==> config.mk <==
export PLATFORM = sky130hd
export DESIGN_NAME = wic_top
export DESIGN_NICKNAME = d
export VERILOG_FILES = /design/src/rtl/wic_pkg.sv /design/src/rtl/wic_top.sv /design/src/rtl/wic_pin_edge.sv
export SDC_FILE = /design/constraint.sdc
export NUM_CORES = 1
export LEC_CHECK = 0
export BUFFER_PORTS_ARGS = -buffer_cell sky130_fd_sc_hd__buf_2
export CAP_MARGIN = 20
export CORE_MARGIN = 2
export CORE_UTILIZATION = 50
export CTS_CLUSTER_DIAMETER = 150
export DETAILED_ROUTE_END_ITERATION = 10
export HOLD_SLACK_MARGIN = 0.05
export PLACE_DENSITY = 0.71
export REMOVE_ABC_BUFFERS = 1
export SLEW_MARGIN = 20
export SYNTH_ARGS = -nofsm -noshare
export SYNTH_HDL_FRONTEND = slang
export SYNTH_HIERARCHICAL = 1
export SYNTH_SLANG_ARGS = --single-unit
==> constraint.sdc <==
create_clock -name ref_clk_in -period 7.5 [get_ports ref_clk_in]
set_clock_uncertainty 0.15 [all_clocks]
set_input_delay 1.125 -clock ref_clk_in [delete_from_list [all_inputs] [get_ports ref_clk_in]]
set_output_delay 1.125 -clock ref_clk_in [all_outputs]
set_load 0.05 [all_outputs]
==> src/rtl/wic_pkg.sv <==
package wic_pkg;
   // ----------------------------------------
   // register map (8-bit data, word per index)
   // ----------------------------------------
   localparam logic [3:0] ADDR_WK_EN = 4'h0;
   localparam logic [3:0] ADDR_WK_EDGE = 4'h1;
   localparam logic [3:0] ADDR_WK_PEND = 4'h2;
   localparam logic [3:0] ADDR_IRQ_EN = 4'h3;
   localparam logic [3:0] ADDR_IRQ_PEND = 4'h4;
   localparam logic [3:0] ADDR_CTRL = 4'h5;
   localparam logic [3:0] ADDR_STATUS = 4'h6;
   localparam logic [3:0] ADDR_T0_LO = 4'h7;
   localparam logic [3:0] ADDR_T0_HI = 4'h8;

   // control register bits (port G data image)
   localparam int CTRL_GIE_BIT = 0;
   localparam int CTRL_IDLE_BIT = 6;
   localparam int CTRL_HALT_BIT = 7;

   // maskable sources, higher index wins
   localparam int IRQ_WAKE = 0;
   localparam int IRQ_SERIAL = 1;
   localparam int IRQ_T1B = 2;
   localparam int IRQ_T1A = 3;
   localparam int IRQ_T0 = 4;
   localparam int IRQ_EXT = 5;
   localparam int NUM_MASKABLE = 6;
   localparam logic [2:0] SRC_TRAP = 3'h7;

   // reset values
   localparam logic [7:0] WK_EN_RST = 8'h00;
   localparam logic [7:0] WK_EDGE_RST = 8'h00;
   localparam logic [7:0] WK_PEND_RST = 8'h00;
   localparam logic [5:0] IRQ_EN_RST = 6'h00;
   localparam logic [4:0] IRQ_PEND_RST = 5'h00;

   // timing
   localparam int CLK_PERIOD_PS = 5000;
   localparam int TC_PERIOD_PS = 1000000;
   localparam int TC_CLK_CYCLES = TC_PERIOD_PS / CLK_PERIOD_PS;
   localparam int T0_WAKE_BIT = 12;
   localparam logic [2:0] ACK_TC_LAST = 3'h6;
   localparam logic [14:0] IRQ_VECTOR = 15'h00FF;

   typedef enum logic [1:0] {WIC_RUN, WIC_IDLE, WIC_HALT} wic_pwr_t;
   typedef enum logic {WIC_ACK_WAIT, WIC_ACK_BUSY} wic_ack_t;
endpackage

==> src/rtl/wic_top.sv <==
`timescale 1ns/1ps
// Functional notes
// - writing one to the idle flag bit puts the block into idle.
// - in idle only the idle timer keeps counting; nothing else runs.
// - reset or an enabled port L wakeup edge ends idle.
// - a toggle of idle timer bit twelve also ends idle.
// - each bit twelve toggle sets idle timer pending; its enable gates the interrupt.
// - timer wakeup with interrupt enabled services it first, else code resumes.
// - wakeup enable is 8-bit read/write, one bit per port L pin.
// - edge select bit set means falling edge, clear means rising edge.
// - selected edge sets wakeup pending; it stays until software clears it.
// - halt is refused while any wakeup is enabled and pending.
// - wakeup enable and edge select reset to zero.
// - every interrupt sends execution to address 00FF.
// - fixed ranking: trap highest, port L wakeup lowest, maskables fixed in between.
// - maskable taken at boundary when pending, enabled, global on, no trap service.
// - reset clears all interrupt pending, enables and the global enable.
// - enabling an already pending source raises it without a new event.
// - acknowledge waits for the next instruction start; skips happen first.
// - acknowledge clears global enable, pushes next address, loads 00FF, seven cycles.
// - return sets global enable and pops; pending work is then taken at once.
// - writing one to the halt flag bit stops all clocks and timers.
module wic_top
#(
   parameter int unsigned TC_CYCLES = wic_pkg::TC_CLK_CYCLES
)
(
   input wire logic ref_clk_in,
   input wire logic nrst_in,
   input wire logic clk_en_in,
   input wire logic [3:0] reg_addr_in,
   input wire logic [7:0] reg_wdata_in,
   input wire logic reg_wr_in,
   input wire logic reg_rd_in,
   output logic [7:0] reg_rdata_out,
   input wire logic [7:0] port_l_in,
   input wire logic [3:0] src_evt_in,
   input wire logic sw_trap_in,
   input wire logic instr_start_in,
   input wire logic instr_skip_in,
   input wire logic [14:0] next_pc_in,
   input wire logic return_from_interrupt_in,
   output logic idle_out,
   output logic halt_out,
   output logic ack_busy_out,
   output logic push_valid_out,
   output logic [14:0] push_pc_out,
   output logic pc_load_out,
   output logic [14:0] pc_load_addr_out,
   output logic pop_req_out,
   output logic [2:0] irq_src_out
);
   typedef struct packed {
      wic_pkg::wic_pwr_t pwr;
      wic_pkg::wic_ack_t ack;
      logic [7:0] pre;
      logic [15:0] t0;
      logic [2:0] ack_cnt;
      logic [7:0] wk_en;
      logic [7:0] wk_edge;
      logic [7:0] wk_pend;
      logic [5:0] irq_en;
      logic [4:0] irq_pend;
      logic global_irq_enable;
      logic trap_pend;
      logic nmi_busy;
      logic [7:0] rdata;
      logic push_valid;
      logic pc_load;
      logic pop_req;
      logic [14:0] push_pc;
      logic [14:0] pc_addr;
      logic [2:0] src;
      logic idle;
      logic halt;
      logic busy;
   } wic_state_t;

   localparam wic_state_t ST_RST = '{
      pwr: wic_pkg::WIC_RUN, ack: wic_pkg::WIC_ACK_WAIT, pre: 8'h00, t0: 16'h0000,
      ack_cnt: 3'h0, wk_en: wic_pkg::WK_EN_RST, wk_edge: wic_pkg::WK_EDGE_RST,
      wk_pend: wic_pkg::WK_PEND_RST, irq_en: wic_pkg::IRQ_EN_RST,
      irq_pend: wic_pkg::IRQ_PEND_RST, global_irq_enable: 1'b0, trap_pend: 1'b0, nmi_busy: 1'b0,
      rdata: 8'h00, push_valid: 1'b0, pc_load: 1'b0, pop_req: 1'b0,
      push_pc: 15'h0000, pc_addr: 15'h0000, src: 3'h0,
      idle: 1'b0, halt: 1'b0, busy: 1'b0};

   // ----------------------------------------
   // reset release
   // ----------------------------------------
   logic rst_meta_ff;
   logic rst_sync_ff;

   always_ff @(posedge ref_clk_in or negedge nrst_in)
   begin
      if (!nrst_in)
      begin
         rst_meta_ff <= 1'b0;
         rst_sync_ff <= 1'b0;
      end
      else
      begin
         rst_meta_ff <= 1'b1;
         rst_sync_ff <= rst_meta_ff;
      end
   end

   // ----------------------------------------
   // port L edge capture
   // ----------------------------------------
   logic [7:0] edge_w;
   wic_state_t st_ff;
   wic_state_t nxt_st;

   wic_pin_edge u_pin_edge
   (
      .ref_clk_in(ref_clk_in),
      .rst_n_in(rst_sync_ff),
      .clk_en_in(clk_en_in),
      .pins_in(port_l_in),
      .fall_sel_in(st_ff.wk_edge),
      .edge_out(edge_w)
   );

   // ----------------------------------------
   // combinational helpers
   // ----------------------------------------
   logic tick;
   logic t0_toggle;
   logic wake_hit;
   logic halt_block;
   logic [5:0] act;
   logic [2:0] winner;
   logic take;
   logic wr_ctrl;

   // instruction-cycle tick, stopped in halt
   assign tick = (st_ff.pwr != wic_pkg::WIC_HALT) && (st_ff.pre == 8'(TC_CYCLES - 1));
   // bit twelve flips when low bits roll over
   assign t0_toggle = tick && (st_ff.t0[wic_pkg::T0_WAKE_BIT-1:0] == 12'hFFF);
   assign wake_hit = |(edge_w & st_ff.wk_en);
   assign halt_block = |(st_ff.wk_en & st_ff.wk_pend);
   // active maskables: pending and individually enabled
   assign act = {st_ff.irq_pend, halt_block} & st_ff.irq_en;
   assign wr_ctrl = reg_wr_in && (reg_addr_in == wic_pkg::ADDR_CTRL);

   // fixed rank encoder, highest index wins
   always_comb
   begin
      winner = 3'h0;
      for (int i = 0; i < wic_pkg::NUM_MASKABLE; i++)
      begin
         if (act[i])
            winner = 3'(i);
      end
   end

   // acknowledge qualification at an executed instruction start
   assign take = (st_ff.pwr == wic_pkg::WIC_RUN) && (st_ff.ack == wic_pkg::WIC_ACK_WAIT)
                 && instr_start_in && !instr_skip_in
                 && (st_ff.trap_pend || (st_ff.global_irq_enable && !st_ff.nmi_busy && (|act)));

   // ----------------------------------------
   // next state
   // ----------------------------------------
   always_comb
   begin
      nxt_st = st_ff;
      nxt_st.push_valid = 1'b0;
      nxt_st.pc_load = 1'b0;
      nxt_st.pop_req = 1'b0;
      nxt_st.rdata = 8'h00;

      // prescaler and idle timer
      if (st_ff.pwr != wic_pkg::WIC_HALT)
      begin
         if (tick)
         begin
            nxt_st.pre = 8'h00;
            nxt_st.t0 = st_ff.t0 + 16'h0001;
         end
         else
            nxt_st.pre = st_ff.pre + 8'h01;
      end

      // register writes
      if (reg_wr_in)
      begin
         case (reg_addr_in)
            wic_pkg::ADDR_WK_EN: nxt_st.wk_en = reg_wdata_in;
            wic_pkg::ADDR_WK_EDGE: nxt_st.wk_edge = reg_wdata_in;
            wic_pkg::ADDR_IRQ_EN: nxt_st.irq_en = reg_wdata_in[5:0];
            wic_pkg::ADDR_CTRL: nxt_st.global_irq_enable = reg_wdata_in[wic_pkg::CTRL_GIE_BIT];
            default: ;
         endcase
      end

      // sticky pendings, a new event beats a clear
      nxt_st.wk_pend = ((reg_wr_in && reg_addr_in == wic_pkg::ADDR_WK_PEND) ? reg_wdata_in
                        : st_ff.wk_pend) | edge_w;
      nxt_st.irq_pend = ((reg_wr_in && reg_addr_in == wic_pkg::ADDR_IRQ_PEND)
                         ? reg_wdata_in[5:1] : st_ff.irq_pend)
                        | {src_evt_in[3], t0_toggle, src_evt_in[2:0]};
      if (sw_trap_in)
         nxt_st.trap_pend = 1'b1;

      // power modes
      case (st_ff.pwr)
         wic_pkg::WIC_RUN:
         begin
            if (wr_ctrl && reg_wdata_in[wic_pkg::CTRL_HALT_BIT])
            begin
               if (!halt_block)
                  nxt_st.pwr = wic_pkg::WIC_HALT;
            end
            else if (wr_ctrl && reg_wdata_in[wic_pkg::CTRL_IDLE_BIT])
               nxt_st.pwr = wic_pkg::WIC_IDLE;
         end
         wic_pkg::WIC_IDLE:
         begin
            if (wake_hit || t0_toggle)
               nxt_st.pwr = wic_pkg::WIC_RUN;
         end
         wic_pkg::WIC_HALT:
         begin
            if (wake_hit)
               nxt_st.pwr = wic_pkg::WIC_RUN;
         end
         default: nxt_st.pwr = wic_pkg::WIC_RUN;
      endcase

      // acknowledge sequence
      case (st_ff.ack)
         wic_pkg::WIC_ACK_WAIT:
         begin
            if (take)
            begin
               nxt_st.ack = wic_pkg::WIC_ACK_BUSY;
               nxt_st.ack_cnt = 3'h0;
               nxt_st.global_irq_enable = 1'b0;
               nxt_st.push_pc = next_pc_in;
               nxt_st.push_valid = 1'b1;
               nxt_st.pc_addr = wic_pkg::IRQ_VECTOR;
               if (st_ff.trap_pend)
               begin
                  nxt_st.trap_pend = sw_trap_in;
                  nxt_st.nmi_busy = 1'b1;
                  nxt_st.src = wic_pkg::SRC_TRAP;
               end
               else
                  nxt_st.src = winner;
            end
            else if (return_from_interrupt_in)
            begin
               nxt_st.global_irq_enable = 1'b1;
               nxt_st.nmi_busy = 1'b0;
               nxt_st.pop_req = 1'b1;
            end
         end
         wic_pkg::WIC_ACK_BUSY:
         begin
            if (tick)
            begin
               if (st_ff.ack_cnt == wic_pkg::ACK_TC_LAST)
               begin
                  nxt_st.ack = wic_pkg::WIC_ACK_WAIT;
                  nxt_st.pc_load = 1'b1;
               end
               else
                  nxt_st.ack_cnt = st_ff.ack_cnt + 3'h1;
            end
         end
         default: nxt_st.ack = wic_pkg::WIC_ACK_WAIT;
      endcase

      // mode flags registered so the outputs come from flops
      nxt_st.idle = (nxt_st.pwr == wic_pkg::WIC_IDLE);
      nxt_st.halt = (nxt_st.pwr == wic_pkg::WIC_HALT);
      nxt_st.busy = (nxt_st.ack == wic_pkg::WIC_ACK_BUSY);

      // read data, valid the cycle after the strobe
      if (reg_rd_in)
      begin
         case (reg_addr_in)
            wic_pkg::ADDR_WK_EN: nxt_st.rdata = st_ff.wk_en;
            wic_pkg::ADDR_WK_EDGE: nxt_st.rdata = st_ff.wk_edge;
            wic_pkg::ADDR_WK_PEND: nxt_st.rdata = st_ff.wk_pend;
            wic_pkg::ADDR_IRQ_EN: nxt_st.rdata = {2'b00, st_ff.irq_en};
            wic_pkg::ADDR_IRQ_PEND: nxt_st.rdata = {2'b00, st_ff.irq_pend, halt_block};
            wic_pkg::ADDR_CTRL: nxt_st.rdata = {st_ff.pwr == wic_pkg::WIC_HALT,
                                                st_ff.pwr == wic_pkg::WIC_IDLE,
                                                5'h00, st_ff.global_irq_enable};
            wic_pkg::ADDR_STATUS: nxt_st.rdata = {st_ff.trap_pend, st_ff.nmi_busy,
                                                  st_ff.ack == wic_pkg::WIC_ACK_BUSY,
                                                  2'b00, st_ff.src};
            wic_pkg::ADDR_T0_LO: nxt_st.rdata = st_ff.t0[7:0];
            wic_pkg::ADDR_T0_HI: nxt_st.rdata = st_ff.t0[15:8];
            default: nxt_st.rdata = 8'h00;
         endcase
      end
   end

   // state register, frozen while the clock enable is low
   always_ff @(posedge ref_clk_in or negedge rst_sync_ff)
   begin
      if (!rst_sync_ff)
         st_ff <= ST_RST;
      else if (clk_en_in)
         st_ff <= nxt_st;
   end

   // ----------------------------------------
   // outputs
   // ----------------------------------------
   assign reg_rdata_out = st_ff.rdata;
   assign idle_out = st_ff.idle;
   assign halt_out = st_ff.halt;
   assign ack_busy_out = st_ff.busy;
   assign push_valid_out = st_ff.push_valid;
   assign push_pc_out = st_ff.push_pc;
   assign pc_load_out = st_ff.pc_load;
   assign pc_load_addr_out = st_ff.pc_addr;
   assign pop_req_out = st_ff.pop_req;
   assign irq_src_out = st_ff.src;

   // ----------------------------------------
   // checks
   // ----------------------------------------
   logic [3:0] ack_ticks;

   // instruction cycles spent in one acknowledge
   always_ff @(posedge ref_clk_in or negedge rst_sync_ff)
   begin
      if (!rst_sync_ff)
         ack_ticks <= 4'h0;
      else if (clk_en_in && take)
         ack_ticks <= 4'h0;
      else if (clk_en_in && tick && st_ff.ack == wic_pkg::WIC_ACK_BUSY)
         ack_ticks <= ack_ticks + 4'h1;
   end
endmodule // wic_top

==> src/rtl/wic_pin_edge.sv <==
`timescale 1ns/1ps
module wic_pin_edge
(
   input wire logic ref_clk_in,
   input wire logic rst_n_in,
   input wire logic clk_en_in,
   input wire logic [7:0] pins_in,
   input wire logic [7:0] fall_sel_in,
   output logic [7:0] edge_out
);
   typedef struct packed {
      logic [7:0] meta;
      logic [7:0] sync;
      logic [7:0] prev;
      logic [7:0] hit;
   } wic_edge_st_t;

   wic_edge_st_t st_ff;
   wic_edge_st_t nxt_st;
   logic [7:0] hit_w;

   // ----------------------------------------
   // per pin edge compare
   // ----------------------------------------
   generate
      for (genvar i = 0; i < 8; i++)
      begin : g_pin
         // set: falling edge, clear: rising edge
         assign hit_w[i] = fall_sel_in[i] ? (st_ff.prev[i] & ~st_ff.sync[i])
                                          : (~st_ff.prev[i] & st_ff.sync[i]);
      end
   endgenerate

   // two-stage sync then history
   always_comb
   begin
      nxt_st = st_ff;
      nxt_st.meta = pins_in;
      nxt_st.sync = st_ff.meta;
      nxt_st.prev = st_ff.sync;
      nxt_st.hit = hit_w;
   end

   always_ff @(posedge ref_clk_in or negedge rst_n_in)
   begin
      if (!rst_n_in)
         st_ff <= '0;
      else if (clk_en_in)
         st_ff <= nxt_st;
   end

   assign edge_out = st_ff.hit;
endmodule // wic_pin_edge

== Yosys cells after proc, flatten, opt, wreduce, memory -nomap -nowiden ==
Index checks and enable logic that the tools add are counted.

* Bitwise gates (word level): 38
* Mux-type cells: 51
* Equal/unequal tests: 20
* Add/sub/neg operators: 3
* Reductions and logical operators: 31

{| class="wikitable"
|+ Operators by type and width
! operator !! count
|-
| $pmux W8 S9 || 1
|-
| $mux W34 || 1
|-
| $mux W33 || 1
|-
| $mux W1 || 26
|-
| $mux W8 || 3
|-
| $mux W3 || 7
|-
| $not A1 Y1 || 17
|-
| $add A16 B1 Y16 const B || 1
|-
| $and A1 B1 Y1 || 16
|-
| $and A8 B8 Y8 || 2
|-
| $eq A4 B3 Y1 const B || 4
|-
| $mux W2 || 8
|-
| $reduce_or A8 Y1 || 2
|-
| $reduce_and A3 Y1 || 5
|-
| $logic_and A1 B1 Y1 || 13
|-
| $eq A12 B12 Y1 const B || 1
|-
| $add A8 B1 Y8 const B || 1
|-
| $eq A4 B2 Y1 const B || 2
|-
| $eq A8 B8 Y1 const B || 1
|-
| $ne A2 B2 Y1 const B || 4
|-
| $or A8 B8 Y8 || 1
|-
| $reduce_and A4 Y1 || 2
|-
| $and A6 B6 Y6 || 1
|-
| $pmux W2 S3 || 1
|-
| 18 further kinds || 22
|}

* Bits in registers: 134
* Input bits: 48

== Logic depth before layout (Yosys ltp) ==
* Depth in word-level cells: 11
* Gate-level depth with buffers: 8

== By module ==
Netlist, hierarchy kept.

{| class="wikitable"
|+ By module, submodules not included
! module !! cells each !! seq. area each (µm²) !! area an instance (µm²) !! instances
|-
| wic_top || 492 || 2552.4 || 5400.2 || 1
|-
| wic_pin_edge || 100 || 800.8 || 1368.8 || 1
|}

== Worst setup path before layout ==
OpenSTA, ideal clock, no wires.

* Path kind: input to register
* From: input port reg_addr_in[3]
* To: register st_ff[64] in the netlist's numbering
* Data required time: 7.224 ns
* Data arrival time: 2.376 ns
* Stages on the path: 8
* Library setup time: 0.126 ns
* Slack: 4.848 ns
* Cell sequence: clkbuf_2 inv_2 and3_1 and3_1 clkbuf_1 buf_2 nor2b_1 a221o_1

* Longest elaborated chain between the ends: 4

{| class="wikitable"
|+ Ends and longest elaborated chain
! element !! line !! RTL
|-
| start, declared || wic_top.sv:31 || <nowiki>input wire logic [3:0] reg_addr_in,</nowiki>
|-
| $eq A4 B2 Y1 || wic_top.sv:199 || <nowiki>nxt_st.wk_pend = ((reg_wr_in && reg_addr_in == wic_pkg::ADDR_WK_PEND) ? reg_wdata_in</nowiki>
|-
| $logic_and A1 B1 Y1 || wic_top.sv:199 ||
|-
| $mux W8 || wic_top.sv:199 ||
|-
| $or A8 B8 Y8 || wic_top.sv:200 || <nowiki>: st_ff.wk_pend) | edge_w;</nowiki>
|-
| end signal, assigned || wic_top.sv:309 || <nowiki>st_ff <= nxt_st;</nowiki>
|-
| end, declared || wic_top.sv:112 || <nowiki>wic_state_t st_ff;</nowiki>
|}

Every way passes these cells.
A chain may end at the register's enable or synchronous reset.

== Final worst setup path ==
* From: input port clk_en_in
* To: register st_ff[111] in the netlist's numbering

* Longest elaborated chain between the ends: 1

{| class="wikitable"
|+ Ends and longest elaborated chain
! element !! line !! RTL
|-
| start, declared || wic_top.sv:30 || <nowiki>input wire logic clk_en_in,</nowiki>
|-
| $reduce_and A2 Y1 (no source line) || - ||
|}

Every way passes these cells.

==> run metrics <==
FF-to-FF Start st_ff[83]$_DFFE_PN0P_; CTS root buffer clkbuf_16; CP most frequent cell o21ai_0; CP max stage cell nor4_1; Sw Share 35.2%; DP Worst Slack 3.81 ns; diode count 0; Hold Path Stages 0; CP Launch Type primary input; maximum vdd drop 249 uV; top cell type's share of synthesized area 49.5%; Clock Power Share 32.6%; PwrDens 330 mW/mm^2; die area 0.0145 mm^2; Yosys warning total 6; hold endpoint rst_sync_ff$_DFF_PN0_; Skew-Pair Late Insertion Delay 0.42 ns; FF-to-FF path depth 5; initial antenna violation count 0; post-synthesis sequential area ratio 49.5%; row count 42; Post-synth EDFFs 0; chip width 120 um; CP peak stage delay 0.66 ns; hold buffers post-CTS 0; Synth area leaders dfrtp_1, mux2_2, buf_4; dominant synthesized flop cell dfrtp_1; DR vias 4,707; DR pass1 iterations 5; nets@finish 682; Overflow after GRT 0; CORE AREA 0.0132 mm^2; Placer Congestion 0.903; vias per cell 5.75; RSZ-0062 raised after global routing false; Total Routing Usage GR 21.6%; Synth Register Bits 134; maximum capacitance violations 0; Slew @ Worst Pin 0.871 ns; clock sink count 134; Detail Placement HPWL 10,400 um; Max FO, Critical Path 78; # Post-CTS Setup Buffers 0; CTS H-tree lvls 4; max_slew headroom 41.9%; fin util 56.8%; Worst-path clk slew 0.05 ns; Chip Height 120 um; largest net degree at the start of global routing 79; total CTS buffers 17; layout cells sized above 1 31.0%; # port buffers 87; CTS tree yes; Synth area leader dfrtp_1; CP arrival 3.48 ns; routed wire length per instance 18.3 um; total wire length 14,900 um; Top Ports 95; first-pass GRT wire length 24,100 um; Post-route DRC 0; Leak 0.00343 uW; final period utilization 44.6%; fmax 299 MHz; post-route ant nets 0; critical path class primary input to register; Mapped Avg Cell Area 11.4 um^2; logic gate share of total power 27.0%; critical path, cell by cell buf_2 > buf_4 > inv_1 > nor4_1 > a21oi_1 > o21ai_0 > o21ai_0; reg2reg setup slack 5.09 ns; minimum clock period after layout 3.35 ns; asr flop ratio synth 100%; most frequent cells in the layout dfrtp_1, buf_2, mux2_2, nand2_1, o21ai_0; CTS max path bufs 2; buffer and inverter count on the worst path 3; Critical R2R Capture irq_src_out[0]$_DFFE_PN0P_; slack of the critical path 4.15 ns; Switch Pwr 875 uW; dpl cell area 0.00694 mm^2; commonest non-fill, non-tap cell in the layout dfrtp_1; number of global-route vias before repair 4,607; worst hold path class register to register; min-delay src rst_meta_ff$_DFF_PN0_; Int Power 1610 uW; Setup Total Neg Slack 0 ns; CP delay by family, top buffers and inverters; Initial Utilization 51.1%; nature of the critical path endpoint register; run status completed; DR iter-0 viols 304; critical path required time 7.63 ns; Post-Syn Area 0.00677 mm^2; post_cts resized 0; count of final setup violators 0; Hold Vio Cnt, Final 0; Area growth, synth to finish 11.1%; Mapped Cells 592; Final Cell Area 0.00752 mm^2; Distinct cells, synth 61; sequential share of power 40.3%; Slew Limit Fails 0
==> power by group through the flow <==
stage | clock network (uW) | logic [uW] | registers, uW
6_report | 811 | 672 | 1000
5_1_grt | 860 | 713 | 1020
4_1_cts | 829 | 675 | 1000
3_5_place_dp | 0 | 674 | 1010
3_3_place_gp | 0 | 661 | 1000
2_1_floorplan | 0 | 245 | 1240
==> kinds of logic after synthesis <==
group / count (synthesis) / synth area share (%)
AND/OR/NAND/NOR: 151 / 12.5
buffers and inverters: 91 / 8.65
AO/OA/AOI/OAI: 109 / 11.3
other: 2 / 0.111
adder cells (fa/ha/maj): 4 / 0.739
XOR/XNOR: 20 / 2.59
flip-flops: 134 / 49.5
multiplexers: 81 / 14.6
==> layout make-up <==
| class | count | area (um^2) |
|---|---|---|
| fillers | 1132 | 5720 |
| flip-flops and latches | 134 | 3360 |
| inverters | 15 | 56.3 |
| clock inverters | 9 | 100 |
| multi-input cells | 373 | 2850 |
| well taps | 176 | 220 |
| clock buffers | 22 | 484 |
| repair buffers | 89 | 450 |
==> registers in the layout (all words and copies together) (netlist names), 3 cells and up <==
name	count
st_ff	67
push_pc_out	15
u_pin_edge/st_ff	8
reg_rdata_out	8
u_pin_edge/nxt_st	16
u_pin_edge/edge_out	8
irq_src_out	3
==> worst reg2reg max path: stages (launching register included) <==
cell and delay (ns):
dfrtp_1 0.42, a22oi_1 0.26, and4_1 0.33, o22a_1 0.19, or2_2 0.54, mux2_2 0.41
==> worst max-delay path by stage <==
stage                           from                           to  slack, ns  cells after the start
3_3_place_gp               clk_en_in  push_pc_out[13]$_DFFE_PN0P_       4.04                      5
5_1_grt                    clk_en_in       st_ff[111]$_DFFE_PN0P_       4.02                      7
4_1_cts                    clk_en_in       st_ff[111]$_DFFE_PN0P_       4.27                      7
3_5_place_dp               clk_en_in       st_ff[111]$_DFFE_PN0P_       3.81                      7
6_report                   clk_en_in       st_ff[111]$_DFFE_PN0P_       4.15                      7
2_1_floorplan  rst_sync_ff$_DFF_PN0_     ack_busy_out$_DFFE_PN0P_       3.34                      0
==> through the flow <==
stage	hold WS, ns	instances	power [uW]
global placement	0.188	787	1670
CTS	0.207	818	2500
detailed placement	0.194	787	1680
finish	0.203	818	2480
floorplan	0.181	522	1490
global route	0.206	818	2600
==> per-layer routing <==
| metal | part of all wire, % | track usage, % | vias up |
|---|---|---|---|
| met5 | 0 | 0 | - |
| met4 | 1.9 | 7.99 | 0 |
| met3 | 6.7 | 6.04 | 26 |
| met2 | 47 | 34.1 | 198 |
| met1 | 44 | 28.7 | 2327 |
| li1 | - | - | 2156 |
==> synth_stat cells (3+ instances only) <==
cell       instances
buf_2             10
o221ai_1           3
nand2_1           38
mux2i_1           10
mux2_4            14
or3b_1             8
o2bb2ai_1          6
mux4_2             3
and4_1             5
o21ai_0           28
a22oi_1           19
xnor2_1           12
mux2_2            54
xor2_1             8
and3_1             7
inv_1             14
ha_1               4
nor3_1             3
a221o_1            8
nand2b_1           4
buf_4             53
dfrtp_1          134
nand3b_1           8
a31oi_1            9
clkbuf_1           7
nor2_1            24
a22o_1             4
a21oi_1           12
nand3_1           16
nor2b_1           14
nand4_1           11
Note: power is estimated with default switching activity, not from simulation.
